[src/msb_pkg.sv]
// Package for the mode selector button controller.
// Assumes a single 40 MHz system clock shared by all users.
package msb_pkg;

    localparam int unsigned CLK_HZ          = 40_000_000;
    localparam int unsigned HOLD_MS         = 2000;
    localparam int unsigned IDLE_MS         = 10000;
    localparam int unsigned BLINK_MS        = 250;
    localparam int unsigned DEBOUNCE_MS     = 10;
    localparam int unsigned HOLD_CYC        = HOLD_MS * (CLK_HZ / 1000);
    localparam int unsigned IDLE_CYC        = IDLE_MS * (CLK_HZ / 1000) + 1;
    localparam int unsigned BLINK_CYC       = BLINK_MS * (CLK_HZ / 1000);
    localparam int unsigned DEBOUNCE_CYC    = DEBOUNCE_MS * (CLK_HZ / 1000);
    localparam int unsigned MODE_COUNT      = 5;

    typedef enum logic [2:0] {
        MSB_NORMAL,
        MSB_FINE,
        MSB_ALIGN,
        MSB_POINTER,
        MSB_OUTAGE
    } msb_mode_t;

    localparam msb_mode_t   RESET_MODE      = MSB_NORMAL;

    typedef struct packed {
        logic normal_transfer_mode;
        logic fine_tune_mode;
        logic alignment_mode;
        logic pointer_beam_mode;
        logic outage_latch_mode;
    } msb_leds_t;

    typedef struct packed {
        logic link_up;
        logic green_present;
        logic peer_align_req;
    } msb_link_t;

endpackage : msb_pkg

[src/msb_debounce.sv]
// Button synchroniser and debouncer.
// Assumes the button is an asynchronous pin, active high when pressed.
`timescale 1ns/1ps
`default_nettype none
module msb_debounce #(
    parameter int unsigned STABLE_CYC = msb_pkg::DEBOUNCE_CYC
) (
    input  wire logic clk,
    input  wire logic rst_n,
    input  wire logic raw,
    output logic      level
);
    logic                         sync_a;
    logic                         sync_b;
    logic [$clog2(STABLE_CYC+1)-1:0] cnt;
    logic [$clog2(STABLE_CYC+1)-1:0] next_cnt;
    logic                         next_level;

    always_comb begin
        next_cnt   = '0;
        next_level = level;
        if (sync_b != level) begin
            if (cnt >= ($bits(cnt))'(STABLE_CYC - 1)) begin
                next_level = sync_b;
            end else begin
                next_cnt = cnt + 1'b1;
            end
        end
    end

    // Only the second stage feeds logic [RULE_14]
    always_ff @(posedge clk) begin
        if (!rst_n) begin
            sync_a <= 1'b0;
            sync_b <= 1'b0;
            cnt    <= '0;
            level  <= 1'b0;
        end else begin
            sync_a <= raw;
            sync_b <= sync_a;
            cnt    <= next_cnt;
            level  <= next_level;
        end
    end
endmodule : msb_debounce
`default_nettype wire

[src/msb_mode_ctrl.sv]
// Operating mode controller driven by one panel button.
// Assumes link status inputs are asynchronous pins; one 40 MHz clock.
//
// Contract
// (RULE_01) Each short press advances the pending mode one step down the list.
// (RULE_02) The pending mode's LED blinks while not yet committed.
// (RULE_03) After about two seconds of hold the pending LED turns steady.
// (RULE_04) Release after that hold commits the pending mode and drops the old one.
// (RULE_05) More than ten seconds without a press abandons the pending choice.
// (RULE_06) Mode changes keep data flowing unless the new mode is alignment.
// (RULE_07) Process data is blocked while alignment mode is active.
// (RULE_08) In fine-tune mode data is turned off once no green segment shows.
// (RULE_09) Committing alignment from fine-tune tells the peer, and a peer request pulls this unit in too.
// (RULE_10) Power-up always starts in normal transfer mode.
// (RULE_11) Outage-latch mode latches red on the first link loss until the mode is reset.
// (RULE_12) Normal transfer LED stays lit alongside the outage-latch LED.
// (RULE_13) List order is normal, fine-tune, alignment, pointer beam, outage latch, then wraps.
// (RULE_14) Button is synchronised and debounced; durations counted in clock cycles.
`timescale 1ns/1ps
`default_nettype none
module msb_mode_ctrl #(
    parameter int unsigned HOLD_CYC  = msb_pkg::HOLD_CYC,
    parameter int unsigned IDLE_CYC  = msb_pkg::IDLE_CYC,
    parameter int unsigned BLINK_CYC = msb_pkg::BLINK_CYC,
    parameter int unsigned DEB_CYC   = msb_pkg::DEBOUNCE_CYC
) (
    input  wire logic               clk,
    input  wire logic               rst_n,
    input  wire logic               button,
    input  wire msb_pkg::msb_link_t link_in,
    output msb_pkg::msb_leds_t      leds,
    output logic                    outage_red,
    output logic                    data_enable,
    output logic                    peer_align_req,
    output msb_pkg::msb_mode_t      active_mode
);

    ////////////////////////////////////////////////////////////////////////
    typedef enum {MSB_IDLE, MSB_SEL_UP, MSB_SEL_DOWN, MSB_ARMED} msb_state_t;

    localparam int CW = $clog2(IDLE_CYC + 1);

    msb_state_t             state;
    msb_state_t             next_state;
    msb_pkg::msb_mode_t     pending;
    msb_pkg::msb_mode_t     next_pending;
    msb_pkg::msb_mode_t     next_active;
    logic [CW-1:0]          timer;
    logic [CW-1:0]          next_timer;
    logic [CW-1:0]          blink_cnt;
    logic [CW-1:0]          next_blink_cnt;
    logic                   blink;
    logic                   next_blink;
    logic                   btn;
    logic                   btn_d;
    logic [2:0]             lsync_a;
    logic [2:0]             lsync_b;
    msb_pkg::msb_link_t     lnk;
    logic                   next_red;
    logic                   next_data;
    logic                   next_peer;
    msb_pkg::msb_leds_t     next_leds;

    // Cyclic successor in list order
    function automatic msb_pkg::msb_mode_t step_mode(input msb_pkg::msb_mode_t m);
        if (m == msb_pkg::MSB_OUTAGE) begin
            step_mode = msb_pkg::MSB_NORMAL;                        // [RULE_13]
        end else begin
            step_mode = msb_pkg::msb_mode_t'(m + 3'h1);             // [RULE_01]
        end
    endfunction : step_mode

    function automatic msb_pkg::msb_leds_t onehot(input msb_pkg::msb_mode_t m);
        onehot = '0;
        case (m)
            msb_pkg::MSB_NORMAL:  onehot.normal_transfer_mode = 1'b1;
            msb_pkg::MSB_FINE:    onehot.fine_tune_mode       = 1'b1;
            msb_pkg::MSB_ALIGN:   onehot.alignment_mode       = 1'b1;
            msb_pkg::MSB_POINTER: onehot.pointer_beam_mode    = 1'b1;
            msb_pkg::MSB_OUTAGE:  onehot.outage_latch_mode    = 1'b1;
            default:              onehot = '0;
        endcase
    endfunction : onehot

    // Pointer beam and outage latch keep the normal LED lit as well
    function automatic msb_pkg::msb_leds_t lit_leds(input msb_pkg::msb_mode_t m);
        lit_leds = onehot(m);
        if (m == msb_pkg::MSB_OUTAGE || m == msb_pkg::MSB_POINTER) begin
            lit_leds.normal_transfer_mode = 1'b1;                   // [RULE_12]
        end
    endfunction : lit_leds

    ////////////////////////////////////////////////////////////////////////
    msb_debounce #(
        .STABLE_CYC (DEB_CYC)
    ) u_deb (
        .clk   (clk),
        .rst_n (rst_n),
        .raw   (button),
        .level (btn)
    );                                                              // [RULE_14]

    assign lnk = msb_pkg::msb_link_t'(lsync_b);

    ////////////////////////////////////////////////////////////////////////
    // Button state machine
    always_comb begin
        next_state     = state;
        next_pending   = pending;
        next_active    = active_mode;
        next_timer     = (timer == '1) ? timer : timer + 1'b1;
        next_peer      = 1'b0;
        case (state)
            MSB_IDLE: begin
                next_pending = active_mode;
                if (btn && !btn_d) begin
                    next_state   = MSB_SEL_DOWN;
                    next_timer   = '0;
                    next_pending = step_mode(active_mode);          // [RULE_01]
                end
            end
            MSB_SEL_UP: begin
                if (btn && !btn_d) begin
                    next_state   = MSB_SEL_DOWN;
                    next_timer   = '0;
                    next_pending = step_mode(pending);              // [RULE_01]
                end else if (timer >= CW'(IDLE_CYC)) begin
                    next_state = MSB_IDLE;                          // [RULE_05]
                end
            end
            MSB_SEL_DOWN: begin
                if (!btn) begin
                    next_state = MSB_SEL_UP;
                    next_timer = '0;
                end else if (timer >= CW'(HOLD_CYC - 1)) begin
                    next_state = MSB_ARMED;                         // [RULE_03]
                end
            end
            MSB_ARMED: begin
                if (!btn) begin
                    next_state  = MSB_IDLE;
                    next_active = pending;                          // [RULE_04]
                    next_peer   = (pending == msb_pkg::MSB_ALIGN) &&
                                  (active_mode == msb_pkg::MSB_FINE); // [RULE_09]
                end
            end
            default: next_state = MSB_IDLE;
        endcase
        // Peer request only honoured when resting in fine-tune
        if (state == MSB_IDLE && lnk.peer_align_req && active_mode == msb_pkg::MSB_FINE) begin
            next_active = msb_pkg::MSB_ALIGN;                       // [RULE_09]
        end
    end

    ////////////////////////////////////////////////////////////////////////
    // Outputs and indicators
    always_comb begin
        next_blink_cnt = blink_cnt + 1'b1;
        next_blink     = blink;
        if (state == MSB_IDLE || blink_cnt >= CW'(BLINK_CYC - 1)) begin
            next_blink_cnt = '0;
            next_blink     = (state == MSB_IDLE) ? 1'b1 : !blink;
        end
        // Red latches on loss, cleared only by leaving or re-entering the mode
        next_red = outage_red;
        if (next_active != msb_pkg::MSB_OUTAGE || (state == MSB_ARMED && !btn)) begin
            next_red = 1'b0;
        end
        if (next_active == msb_pkg::MSB_OUTAGE && !lnk.link_up) begin
            next_red = 1'b1;                                        // [RULE_11]
        end
        case (next_active)
            msb_pkg::MSB_ALIGN: next_data = 1'b0;                   // [RULE_07]
            msb_pkg::MSB_FINE:  next_data = lnk.green_present;      // [RULE_08]
            default:            next_data = 1'b1;                   // [RULE_06]
        endcase
        next_leds = lit_leds(next_active);                          // [RULE_12]
        if (next_state == MSB_SEL_UP || next_state == MSB_SEL_DOWN) begin
            next_leds = next_blink ? onehot(next_pending) : '0;     // [RULE_02]
        end else if (next_state == MSB_ARMED) begin
            next_leds = onehot(next_pending);                       // [RULE_03]
        end
    end

    ////////////////////////////////////////////////////////////////////////
    always_ff @(posedge clk) begin
        if (!rst_n) begin
            state          <= MSB_IDLE;
            pending        <= msb_pkg::RESET_MODE;
            active_mode    <= msb_pkg::RESET_MODE;                  // [RULE_10]
            timer          <= '0;
            blink_cnt      <= '0;
            blink          <= 1'b1;
            btn_d          <= 1'b0;
            lsync_a        <= 3'h0;
            lsync_b        <= 3'h0;
            outage_red     <= 1'b0;
            data_enable    <= 1'b1;
            peer_align_req <= 1'b0;
            leds           <= msb_pkg::msb_leds_t'(5'h10);
        end else begin
            state          <= next_state;
            pending        <= next_pending;
            active_mode    <= next_active;
            timer          <= next_timer;
            blink_cnt      <= next_blink_cnt;
            blink          <= next_blink;
            btn_d          <= btn;
            lsync_a        <= link_in;
            lsync_b        <= lsync_a;
            outage_red     <= next_red;
            data_enable    <= next_data;
            peer_align_req <= next_peer;
            leds           <= next_leds;
        end
    end
endmodule : msb_mode_ctrl
`default_nettype wire

[config.mk]
export PLATFORM = sky130hd
export DESIGN_NAME = msb_mode_ctrl
export DESIGN_NICKNAME = d
export VERILOG_FILES = /design/src/msb_pkg.sv /design/src/msb_debounce.sv /design/src/msb_mode_ctrl.sv
export SDC_FILE = /design/constraint.sdc
export NUM_CORES = 1
export LEC_CHECK = 0
export ABC_CLOCK_PERIOD_IN_PS = 2400
export BUFFER_PORTS_ARGS = -buffer_cell sky130_fd_sc_hd__buf_4
export CORE_MARGIN = 10
export CORE_UTILIZATION = 62
export DETAILED_ROUTE_END_ITERATION = 6
export PLACE_DENSITY = 0.87
export SLEW_MARGIN = 20
export SYNTH_ARGS = -nofsm -noshare
export SYNTH_HDL_FRONTEND = slang
export SYNTH_SLANG_ARGS = --single-unit
[constraint.sdc]
create_clock -name clk -period 2.4 [get_ports clk]
set_clock_uncertainty 0.05 [all_clocks]
set_input_delay 0.24 -clock clk [delete_from_list [all_inputs] [get_ports clk]]
set_output_delay 0.24 -clock clk [all_outputs]
set_load 0.01 [all_outputs]
==> results.md, run 1 <==
- Number of global-route vias before repair: 4969
- Most frequent cells in the layout: 130 x dfxtp_1, 98 x nor2_1, 42 x nand2_1, 41 x buf_4, 37 x xor2_1
- Max rail drop VDD: approximately 550 uV
- First-pass GRT wire length: 23.5 mm
- Most common cell after layout, fill and taps aside: dfxtp_1
- WP data required: 2.82 ns
- EDFF count, synth: 0
- CP max stage cell: mux2_1
- Synth Instances: 640
- Routed vias/inst: 6.20
- CP Class: reg2reg
- Initial antenna violation count: 0
- TritonCTS Sinks: 134
- Fmax: 399 MHz
- First DRT Iteration DRCs: 672
- Fin area: approximately 7100 um2
- Crit-path leading delay family: compound AO/OA/AOI/OAI gates
- CTS buffer count: 17
- DRC Markers: 0
- Antenna-violating nets left: 0
- Die H: 116 um
- Nets: 736
- Seq cells post-synth: ~130
- Flop-to-flop setup slack: -0.10 ns
- DR vias: 5235
- Clock Root Buffer: clkbuf_8
- DR top layer: met4
- Setup ws final: -0.103 ns
- FP Rows: 35
- R2R depth: 9
- Routed wire per std cell: 18.0 um
- Core Area: 9150 um2
- Total GRT Usage: 21.4%
- Final WL: 15.2 mm
- Width of the chip: 116 um
- Crit path arrival time: 2.92 ns
- Syn. warnings: 0
- Worst setup EP type: flop
- Post-route non-filler standard cell count: about 840
- Status: finished, violations left
- Endpoints failing setup: 4
- Starting Density: 62.9%
- CP peak stage delay: 0.44 ns
- GR Overflow Total: 0
- Yosys cell types: 68
- Post-synth ARST share: 0%
- TritonRoute pass-1 iters: 6
- Clk_lat worst skew: about 0.53 ns
- Sequential area share after synthesis: 46.6%
- # placed instances: 798
- Min Clock Period, post-route: 2.50 ns
- Antenna diodes: 0
- Type of origin of the critical path: flop
- Area delta synth->final: 22.9%
- Worst path depth: 9
- Cell Chain, Critical Path: inv_1 -> ha_1 -> a21boi_0 -> mux2_1 -> nand4_1 -> o311a_2 -> nand2_1 -> or3_4 -> a21oi_2
- WP buf/inv: 1
- CTS max path bufs: 2
- Final Hold Vio Count: 0
- Worst hold stages: 1
- Pwr/cell area: slightly above 700 nW/um2
- Max-cap viol count: 0
- Max H-tree Level: 4
- Die area: 13500 um2
- Met1 wire length: 5.77 mm
- LEAKAGE: approximately 2.6 nW
- Failing checks: negative setup slack
- Final Cycle Share: 104%
- Placement-stage cell area: 6180 um2
- CTS tree: yes
- Slew margin rel.: 57.4%
- DP HPWL: 8.22 mm
- Layout cells sized above 1: 16.2%
- Final Wtd Congestion: 0.902
- Post-Route Setup TNS: -0.277 ns
- Min-Delay Path Class: reg2reg
- Largest net degree at the start of global routing: 30
- I/O pins: 17
- Top FF cell, synth: dfxtp_1
- Worst-margin pin slew: 0.639 ns
- Crit path max fanout: 5
- Fin. max-slew vios: 0
- Post-synthesis average cell area: 9.00 um2
- Met3 wire len: between 1 and 1.5 mm
- Synth Cell Area: around 5800 um2
- WL met2: 7.56 mm
- Reg clk slew, reported paths: 0.07 ns
- Port Buffers: 16
[worst register-to-register path, delay by kind of cell (launching register included)]
| family | cells | cell delay, ns |
|---|---|---|
| DFF | 1 | 0.41 |
| muxes | 1 | 0.44 |
| adders and majority gates | 1 | 0.27 |
| AOI/OAI and AO/OA | 3 | 0.59 |
| buffers and inverters | 1 | 0.11 |
| and+or+nand+nor | 3 | 0.58 |
[through the flow]
step                utilization (%)  hold WS, ns  total power [mW]  setup WS (ns)
floorplan                         -        0.317              2.39          0.162
global placement               67.5        0.339              2.41         0.0860
detailed placement             67.5        0.348              2.42       -0.00123
CTS                            74.9        0.360              4.97        0.00484
global route                   77.3        0.379              5.14         -0.143
finish                         77.3        0.363              5.02         -0.103
[synthesized netlist by cell type (6+ instances only)]
master	n	share of area [%]
xor2_1	37	5.6
and3_1	22	2.4
and2_1	16	1.7
nand2_1	44	2.9
o21ai_0	13	1.1
or4_1	8	1.0
nand4_1	28	3.0
nand3_1	29	2.5
nor2_1	100	6.5
and4_1	8	1.2
xnor2_1	24	3.6
a21oi_1	18	1.6
inv_1	18	1.2
clkbuf_1	14	0.91
ha_1	10	2.2
nor2b_1	6	0.65
nor4_1	11	1.2
dfxtp_1	134	47
nor3_1	16	1.4
[flip-flops by register name (all words and copies together), names as in the netlist]
signal          cells
state              32
blink_cnt          29
timer              29
u_deb.cnt          19
leds                5
active_mode         3
lnk                 3
lsync_a             3
pending             3
blink               1
btn_d               1
data_enable         1
outage_red          1
peer_align_req      1
u_deb.level         1
u_deb.sync_a        1
u_deb.sync_b        1
[routing by layer]
| layer | vias up | GRT usage, % |
|---|---|---|
| met5 | - | 0 |
| met4 | 0 | 9.09 |
| met3 | 96 | 5.19 |
| met2 | 289 | 37.8 |
| met1 | 2465 | 24.0 |
| li1 | 2385 | - |
[worst paths after layout]
check / start / endpoint
min: lnk[2] / outage_red
max: active_mode[1] / leds[3]
min reg2reg: lnk[2] / outage_red
max reg2reg: active_mode[1] / leds[3]
[where the power goes]
group	switching, mW	total [mW]	internal, mW
combinational	0.0554	0.0947	0.0394
sequential	0.0406	2.31	2.27
clock	1.07	2.61	1.54
total	1.17	5.02	3.85
[logic make-up after synthesis]
| family | count (synthesis) | share of synthesized area [%] |
|---|---|---|
| buffers and inverters | 38 | 2.78 |
| AO/OA/AOI/OAI | 71 | 8.34 |
| multiplexers | 2 | 0.369 |
| other | 1 | 0.0651 |
| adder cells (fa/ha/maj) | 11 | 2.35 |
| AND/OR/NAND/NOR | 322 | 30.2 |
| XOR/XNOR | 61 | 9.28 |
| flip-flops | 134 | 46.6 |
[cell type report]
class / count / area, um2
clock buffers: 19 / 432
flip-flops and latches: 134 / 2690
clock inverters: 13 / 161
well taps: 111 / 139
inverters: 19 / 71.3
multi-input cells: 502 / 3230
repair buffers: 46 / 358
fillers: 531 / 2070
[repair_timing]
item,CTS,global route
setup buffers,3,6
hold endpoints to repair,6,0
endpoints found under the setup margin,4,24
resized for setup,2,39
hold buffers,5,0
pin swaps,2,10
Note: power is estimated with default switching activity, not from simulation.
==> inputs of run 2 (changes only) <==
Settings changed: ABC_AREA set to 1, ABC_CLOCK_PERIOD_IN_PS 2400 to 3200, CORE_UTILIZATION 62 to 67, PLACE_DENSITY 0.87 to 0.93.
Clock period 2.4 ns to 3.2 ns, I/O delays scaled along.
==> run 2 against run 1 <==
The flow finishes with violations (design-rule violations); die area is 5.8% higher; sequential share of layout area is 2.6 points lower; total power shrank 30%; final cell count up 41%; worst setup slack better by 0.91 ns; utilization rose by 0.52 points; critical endpoint is now leds[1].
==> results.md, run 2 <==
- Status: finished, violations left (unchanged)
- Failing checks: design-rule violations (was negative setup slack)
- Routed wire per std cell: 13.5 um (was 18.0 um)
- TritonRoute pass-1 iters: 7 (was 6)
- Port Buffers: 16 (unchanged)
- Die H: 120 um (was 116 um)
- Final WL: 16.1 mm (was 15.2 mm)
- Endpoints failing setup: 0 (was 4)
- Top reg by flops: state (unchanged)
- Post-synthesis average cell area: 6.77 um2 (was 9.00 um2)
- EDFF count, synth: 0 (unchanged)
- LEAKAGE: 3.03 nW (was 2.60 nW)
- Layout filler cell count: 664 (was 531)
- Largest area contributor in the netlist: dfxtp_1 (unchanged)
- Seq cells post-synth: 134 (unchanged)
- Routed vias/inst: 5.51 (was 6.20)
- Post-synth top cells: 205 x nand2_1, 176 x nor2_1, 134 x dfxtp_1 (was 134 x dfxtp_1, 100 x nor2_1, 44 x nand2_1)
- DRC Markers: 14 (was 0)
- Type of origin of the critical path: flop (unchanged)
- Total GRT Usage: 23.0% (was 21.4%)
- Pre-CTS worst setup slack: 0.943 ns (was -0.00123 ns)
- Area of the multi-input gates: 3520 um2 (was 3230 um2)
- CTS tree: yes (unchanged)
- Post-synthesis xor/xnor area fraction: 3.16% (was 9.28%)
- Worst-margin pin slew: 0.550 ns (was 0.639 ns)
- CTS max path bufs: 2 (unchanged)
- Min Clock Period, post-route: 2.40 ns (was 2.50 ns)
- Post-cts sizing count: 0 (was 2)
- Post-CTS Setup Bufs: 0 (was 3)
- Simple-gate share of the synthesized area: 38.9% (was 30.2%)
- Worst hold stages: 2 (was 1)
- Largest regs: state: 32 flops, blink_cnt: 29 flops, timer: 29 flops (unchanged)
- Area share of the largest cell type after synthesis: 40.3% (was 46.6%)
- DP HPWL: 10.5 mm (was 8.22 mm)
- Top-count cell post-synth: nand2_1 (was dfxtp_1)
- Max-cap viol count: 0 (unchanged)
- Worst setup EP type: flop (unchanged)
- Mux share of post-synthesis cell area: 0% (was 0.369%)
- First-pass GRT wire length: 27.7 mm (was 23.5 mm)
- Fmax: 417 MHz (was 399 MHz)
- Yosys cell types: 36 (was 68)
- Min-Delay Path Class: in2reg (was reg2reg)
- Crit path max fanout: 8 (was 5)
- WP data required: 3.62 ns (was 2.82 ns)
- DR vias: 6546 (was 5235)
- Synth Area in Compound Gates: 6.93% (was 8.34%)
- CTS buffer count: 17 (unchanged)
- FP Rows: 36 (was 35)
- Final Wtd Congestion: 0.972 (was 0.902)
- Clk_lat worst skew: 0.53 ns (about the same)
- Sequential area share after synthesis: 40.3% (was 46.6%)
- Reg area: 2680 um2 (was 2690 um2)
- Largest net degree at the start of global routing: 30 (unchanged)
- Final Hold Vio Count: 0 (unchanged)
- GR Overflow Total: 0 (unchanged)
- Synth Cell Area: 6660 um2 (was 5760 um2)
- Synth Instances: 983 (was 640)
- Crit path arrival time: 2.82 ns (was 2.92 ns)
- Most frequent cells in the layout: 205 x nand2_1, 176 x nor2_1, 134 x dfxtp_1, 128 x inv_1, 69 x nand3_1 (was 130 x dfxtp_1, 98 x nor2_1, 42 x nand2_1, 41 x buf_4, 37 x xor2_1)
- Clock Root Buffer: clkbuf_8 (unchanged)
- Starting Density: 68.4% (was 62.9%)
- Post-synth ARST share: 0% (unchanged)
- Most common cell after layout, fill and taps aside: nand2_1 (was dfxtp_1)
- Layout cells sized above 1: 8.55% (was 16.2%)
- Width of the chip: 120 um (was 116 um)
- Synth Area in Adders: 1.88% (was 2.35%)
- Syn. warnings: 0 (unchanged)
- Nets: 1057 (was 736)
- RSZ-0062 raised after global routing: false
- Setup ws final: 0.802 ns (was -0.103 ns)
- Final Cycle Share: 74.9% (was 104%)
- I/O pins: 17 (unchanged)
- Slew margin rel.: 63.3% (was 57.4%)
- Max rail drop VDD: 425 uV (was 548 uV)
- Max H-tree Level: 4 (unchanged)
- Area delta synth->final: 13.8% (was 22.9%)
- Top cells by area, synth: dfxtp_1 40%, nand2_1 12%, nor2_1 9.9% (was dfxtp_1 47%, nor2_1 6.5%, xor2_1 5.6%)
- First DRT Iteration DRCs: 947 (was 672)
- R2R depth: 13 (was 9)
- Fin. max-slew vios: 0 (unchanged)
- Antenna-violating nets left: 0 (unchanged)
- Pwr/cell area: 461 nW/um2 (was 709 nW/um2)
- CP Class: reg2reg (unchanged)
- Post-Route Setup TNS: 0 ns (was -0.277 ns)
- Reg clk slew, reported paths: 0.06 ns (was 0.07 ns)
- Hold Buf Count CTS: 4 (was 5)
- Initial antenna violation count: 0 (unchanged)
- Number of global-route vias before repair: 6140 (was 4969)
- Main combinational cell family by area after synthesis: simple AND/OR/NAND/NOR gates (unchanged)
- Top FF cell, synth: dfxtp_1 (unchanged)
- Flip-flop count of the largest register after layout: 32 (unchanged)
- Die area: 14300 um2 (was 13500 um2)
- TritonCTS Sinks: 134 (unchanged)
- Core Area: 9730 um2 (was 9150 um2)
==> run 2: cell count changes after synthesis, sizes merged, moves of 13 or more <==
cell   previous run  this run
and3             23         1
nor3             16        35
a21oi            19        52
nand2            44       212
xnor2            24         8
inv              18       134
nor2            100       186
or2               0        13
and2             18         0
xor2             37        16
nand3            30        70
==> run 2: area by class of cell <==
type	count	share of cell area, %
multi-input cells	731	46.5
flip-flops and latches	134	35.4
inverters	135	6.69
clock buffers	18	5.52
repair buffers	22	2.31
well taps	133	2.20
clock inverters	13	1.34
diodes	1	0.0330
==> run 2: cell families (layout without fill, tap and decap cells) <==
logic type,after synthesis,in the layout
AND/OR/NAND/NOR,577,577
AO/OA/AOI/OAI,85,85
adder cells (fa/ha/maj),10,10
buffers and inverters,152,188
other,1,36
flip-flops,134,134
XOR/XNOR,24,24
==> run 2: worst max-delay path, stage by stage, from the launching register on <==
cell,delay (ns)
dfxtp_1,0.30
nor2_1,0.12
nand2_1,0.06
nor2_1,0.13
nand2_2,0.18
inv_2,0.19
nand2_1,0.16
o21ai_0,0.33
nor2_1,0.18
nor3_1,0.21
nand2_1,0.14
nand2_1,0.12
nor2_1,0.05
nor2_1,0.10
==> run 2: final timing paths <==
check | from | endpoint | slack, ns
min | rst_n | data_enable | 0.04
max reg2reg | state[27] | leds[1] | 0.80
min reg2reg | lnk[2] | outage_red | 0.38
max | state[27] | leds[1] | 0.80
==> run 2: power breakdown <==
| group | total, mW | internal (mW) | switching, mW | leakage (nW) |
|---|---|---|---|---|
| clock network | 1.71 | 0.953 | 0.755 | 0.233 |
| logic | 0.0694 | 0.0224 | 0.0470 | 1.70 |
| registers | 1.71 | 1.70 | 0.0124 | 1.10 |
==> run 2: through the flow <==
step	instance area (um2)	hold slack [ns]	std cells	power [mW]	utilization, %
detailed placement	7010	0.345	1151	1.81	72.1
floorplan	6790	0.338	1017	1.79	-
global route	7570	0.0417	1186	3.59	77.8
finish	7580	0.0434	1187	3.49	77.9
CTS	7570	0.0369	1186	3.50	77.8
global placement	7010	0.342	1151	1.81	72.1
==> run 2: layer usage <==
metal	global-route usage [%]	vias up	part of all wire (%)
li1	-	3235	-
met1	27.3	2954	41
met5	0	-	0
met2	39.2	314	48
met4	9.13	0	2.3
met3	5.49	43	8.1
==> inputs of run 3 (changes only) <==
Settings changed: ABC_CLOCK_PERIOD_IN_PS 3200 to 2500, CORE_UTILIZATION 67 to 62, PLACE_DENSITY 0.93 to 0.87.
Clock period 3.2 ns to 2.5 ns, I/O delays scaled along.
==> run 3 against run 2 <==
The flow now finishes without violations; sequential share of layout area down 0.82 points; via count down 2.1%; die area up 6.7%; register-to-register slack worse by 0.59 ns; clock power up 50%; critical path depth unchanged; worst hold slack better by 0.32 ns; final cell count up 0.93%; non-clock buffer count up 8; largest cell class unchanged.
==> results.md, run 3 (synthesized netlist as in run 2, its figures left out) <==
- # placed instances: 1157 (was 1151)
- Clk_lat worst skew: 0.55 ns (was 0.53 ns)
- TritonRoute pass-1 iters: 6 (was 7)
- Type of origin of the critical path: flop (unchanged)
- Top reg by flops: state (unchanged)
- Initial antenna violation count: 0 (unchanged)
- I/O pins: 17 (unchanged)
- Final WL: 16.2 mm (was 16.1 mm)
- Max-cap viol count: 0 (unchanged)
- R2R depth: 13 (unchanged)
- Antenna diodes: 0 (was 1)
- DRC Markers: 0 (was 14)
- Worst hold stages: 2 (unchanged)
- DP HPWL: 10.7 mm (was 10.5 mm)
- Number of global-route vias before repair: 6025 (was 6140)
- GR Overflow Total: 0 (unchanged)
- Post-Route Setup TNS: 0 ns (unchanged)
- Pwr/cell area: 627 nW/um2 (was 461 nW/um2)
- Core Area: 10400 um2 (was 9730 um2)
- Width of the chip: 124 um (was 120 um)
- RSZ-0062 raised after global routing: false (unchanged)
- Final Cycle Share: 91.5% (was 74.9%)
- Worst Setup SP: state[11] (was state[27])
- Most frequent cells in the layout: 205 x nand2_1, 173 x nor2_1, 134 x dfxtp_1, 128 x inv_1, 69 x nand3_1 (was 205 x nand2_1, 176 x nor2_1, 134 x dfxtp_1, 128 x inv_1, 69 x nand3_1)
- Nets: 1065 (was 1057)
- Final Hold Vio Count: 0 (unchanged)
- Antenna-violating nets left: 0 (unchanged)
- Status: complete, no violations (was finished, violations left)
- Final Wtd Congestion: 0.953 (was 0.972)
- Reg clk slew, reported paths: 0.06 ns (about the same)
- Endpoints failing setup: 0 (unchanged)
- WP data required: 2.89 ns (was 3.62 ns)
- Worst setup EP type: flop (unchanged)
- First DRT Iteration DRCs: 678 (was 947)
- CTS buffer count: 17 (unchanged)
- LEAKAGE: 3.12 nW (was 3.03 nW)
- Area of the multi-input gates: 3540 um2 (was 3520 um2)
- Fmax: 437 MHz (was 417 MHz)
- TritonCTS Sinks: 134 (unchanged)
- Die area: 15300 um2 (was 14300 um2)
- CP peak stage delay: 0.33 ns (about the same)
- Most common cell after layout, fill and taps aside: nand2_1 (unchanged)
- Final core area utilization: 74.5% (was 77.9%)
- Layout cells sized above 1: 9.23% (was 8.55%)
- First-pass GRT wire length: 27.4 mm (was 27.7 mm)
- Port Buffers: 16 (unchanged)
- Slew margin rel.: 65.3% (was 63.3%)
- DR vias: 6410 (was 6546)
- Starting Density: 63.9% (was 68.4%)
- Largest regs: state: 32 flops, blink_cnt: 29 flops, timer: 29 flops (unchanged)
- Placement-stage cell area: 7040 um2 (was 7010 um2)
- Fin area: 7760 um2 (was 7580 um2)
- Post-route non-filler standard cell count: 1198 (was 1187)
- Die H: 124 um (was 120 um)
- Flip-flop count of the largest register after layout: 32 (unchanged)
- Clock Root Buffer: clkbuf_8 (unchanged)
- Total GRT Usage: 22.0% (was 23.0%)
- CP max stage cell: inv_2 (was o21ai_0)
- WP buf/inv: 2 (was 1)
- CTS max path bufs: 2 (unchanged)
- Largest net degree at the start of global routing: 30 (unchanged)
- Min-Delay Path Class: reg2reg (was in2reg)
- Max rail drop VDD: 571 uV (was 425 uV)
- Crit path arrival time: 2.67 ns (was 2.82 ns)
- Cell Chain, Critical Path: nor2_1 -> nand2_1 -> nor2_4 -> nand2_2 -> nor2_4 -> inv_2 -> nand2_1 -> nor2_1 -> nand2_1 -> nor2_1 -> inv_2 -> a21oi_1 -> o21a_1 (was nor2_1 -> nand2_1 -> nor2_1 -> nand2_2 -> inv_2 -> nand2_1 -> o21ai_0 -> nor2_1 -> nor3_1 -> nand2_1 -> nand2_1 -> nor2_1 -> nor2_1)
- Crit path max fanout: 22 (was 8)
- Routed vias/inst: 5.35 (was 5.51)
- Max H-tree Level: 4 (unchanged)
- Crit Reg-Reg Startpoint: state[11] (was state[27])
- FP Rows: 37 (was 36)
- CTS tree: yes (unchanged)
- Worst-margin pin slew: 0.520 ns (was 0.550 ns)
- Layout filler cell count: 760 (was 664)
- Routed wire per std cell: 13.5 um (about the same)
- Min-delay src: lsync_a[1] (was rst_n)
- Crit-path leading delay family: simple AND/OR/NAND/NOR gates (unchanged)
- Min Clock Period, post-route: 2.29 ns (was 2.40 ns)
- Reg area: 2680 um2 (unchanged)
- Pwr Total: 4.87 mW (was 3.49 mW)
- Fin. max-slew vios: 0 (unchanged)
- Area delta synth->final: 16.5% (was 13.8%)
- Worst path depth: 13 (unchanged)
- CP Class: reg2reg (unchanged)
[run 3: cell types whose count changed in the layout (fill, tap and decap cells not counted), sizes merged]
cell,delta
buf,+3
clkbuf,+2
dlygate4sd3,+5
clkinvlp,-4
bufinv,+3
diode,-1
[run 3: worst paths after layout]
path,to,slack [ns]
hold / removal,lnk[1],0.37
setup / recovery,blink_cnt[15],0.21
setup reg to reg,blink_cnt[15],0.21
hold reg to reg,lnk[1],0.37
[run 3: per-stage QoR]
step / setup WS [ns] / hold WS (ns)
after floorplan: 0.576 / 0.298
after global placement: 0.303 / 0.344
after detailed placement: 0.293 / 0.350
after CTS: 0.237 / 0.365
after global routing: 0.00795 / 0.384
final: 0.213 / 0.365
[run 3: worst min-delay path: stages (launching register included)]
cell and delay (ns):
dfxtp_1 0.31, nand2_1 0.05, inv_1 0.04
[run 3: layout make-up]
type,instances,area share [%]
well taps,136,2.19
repair buffers,30,3.19
inverters,135,6.53
clock buffers,20,5.74
multi-input cells,731,45.6
flip-flops and latches,134,34.6
clock inverters,12,2.13
[run 3: what timing repair did]
item,CTS,global route
buffers inserted,0,0
setup endpoints to repair,0,10
hold endpoints to repair,11,0
hold buffers,9,0
gates resized for setup,0,5
[run 3: where the power goes]
part	leakage [nW]	switching [mW]	internal (mW)
Combinational	1.73	0.0614	0.0341
Clock	0.289	0.986	1.59
Sequential	1.10	0.0179	2.18
[run 3: metal layers]
layer | share of wire (%) | vias up | GRT usage (%)
li1 | - | 3252 | -
met5 | 0 | - | 0
met3 | 6.6 | 27 | 5.75
met1 | 44 | 2915 | 26.8
met2 | 48 | 216 | 36.7
met4 | 1.6 | 0 | 7.79
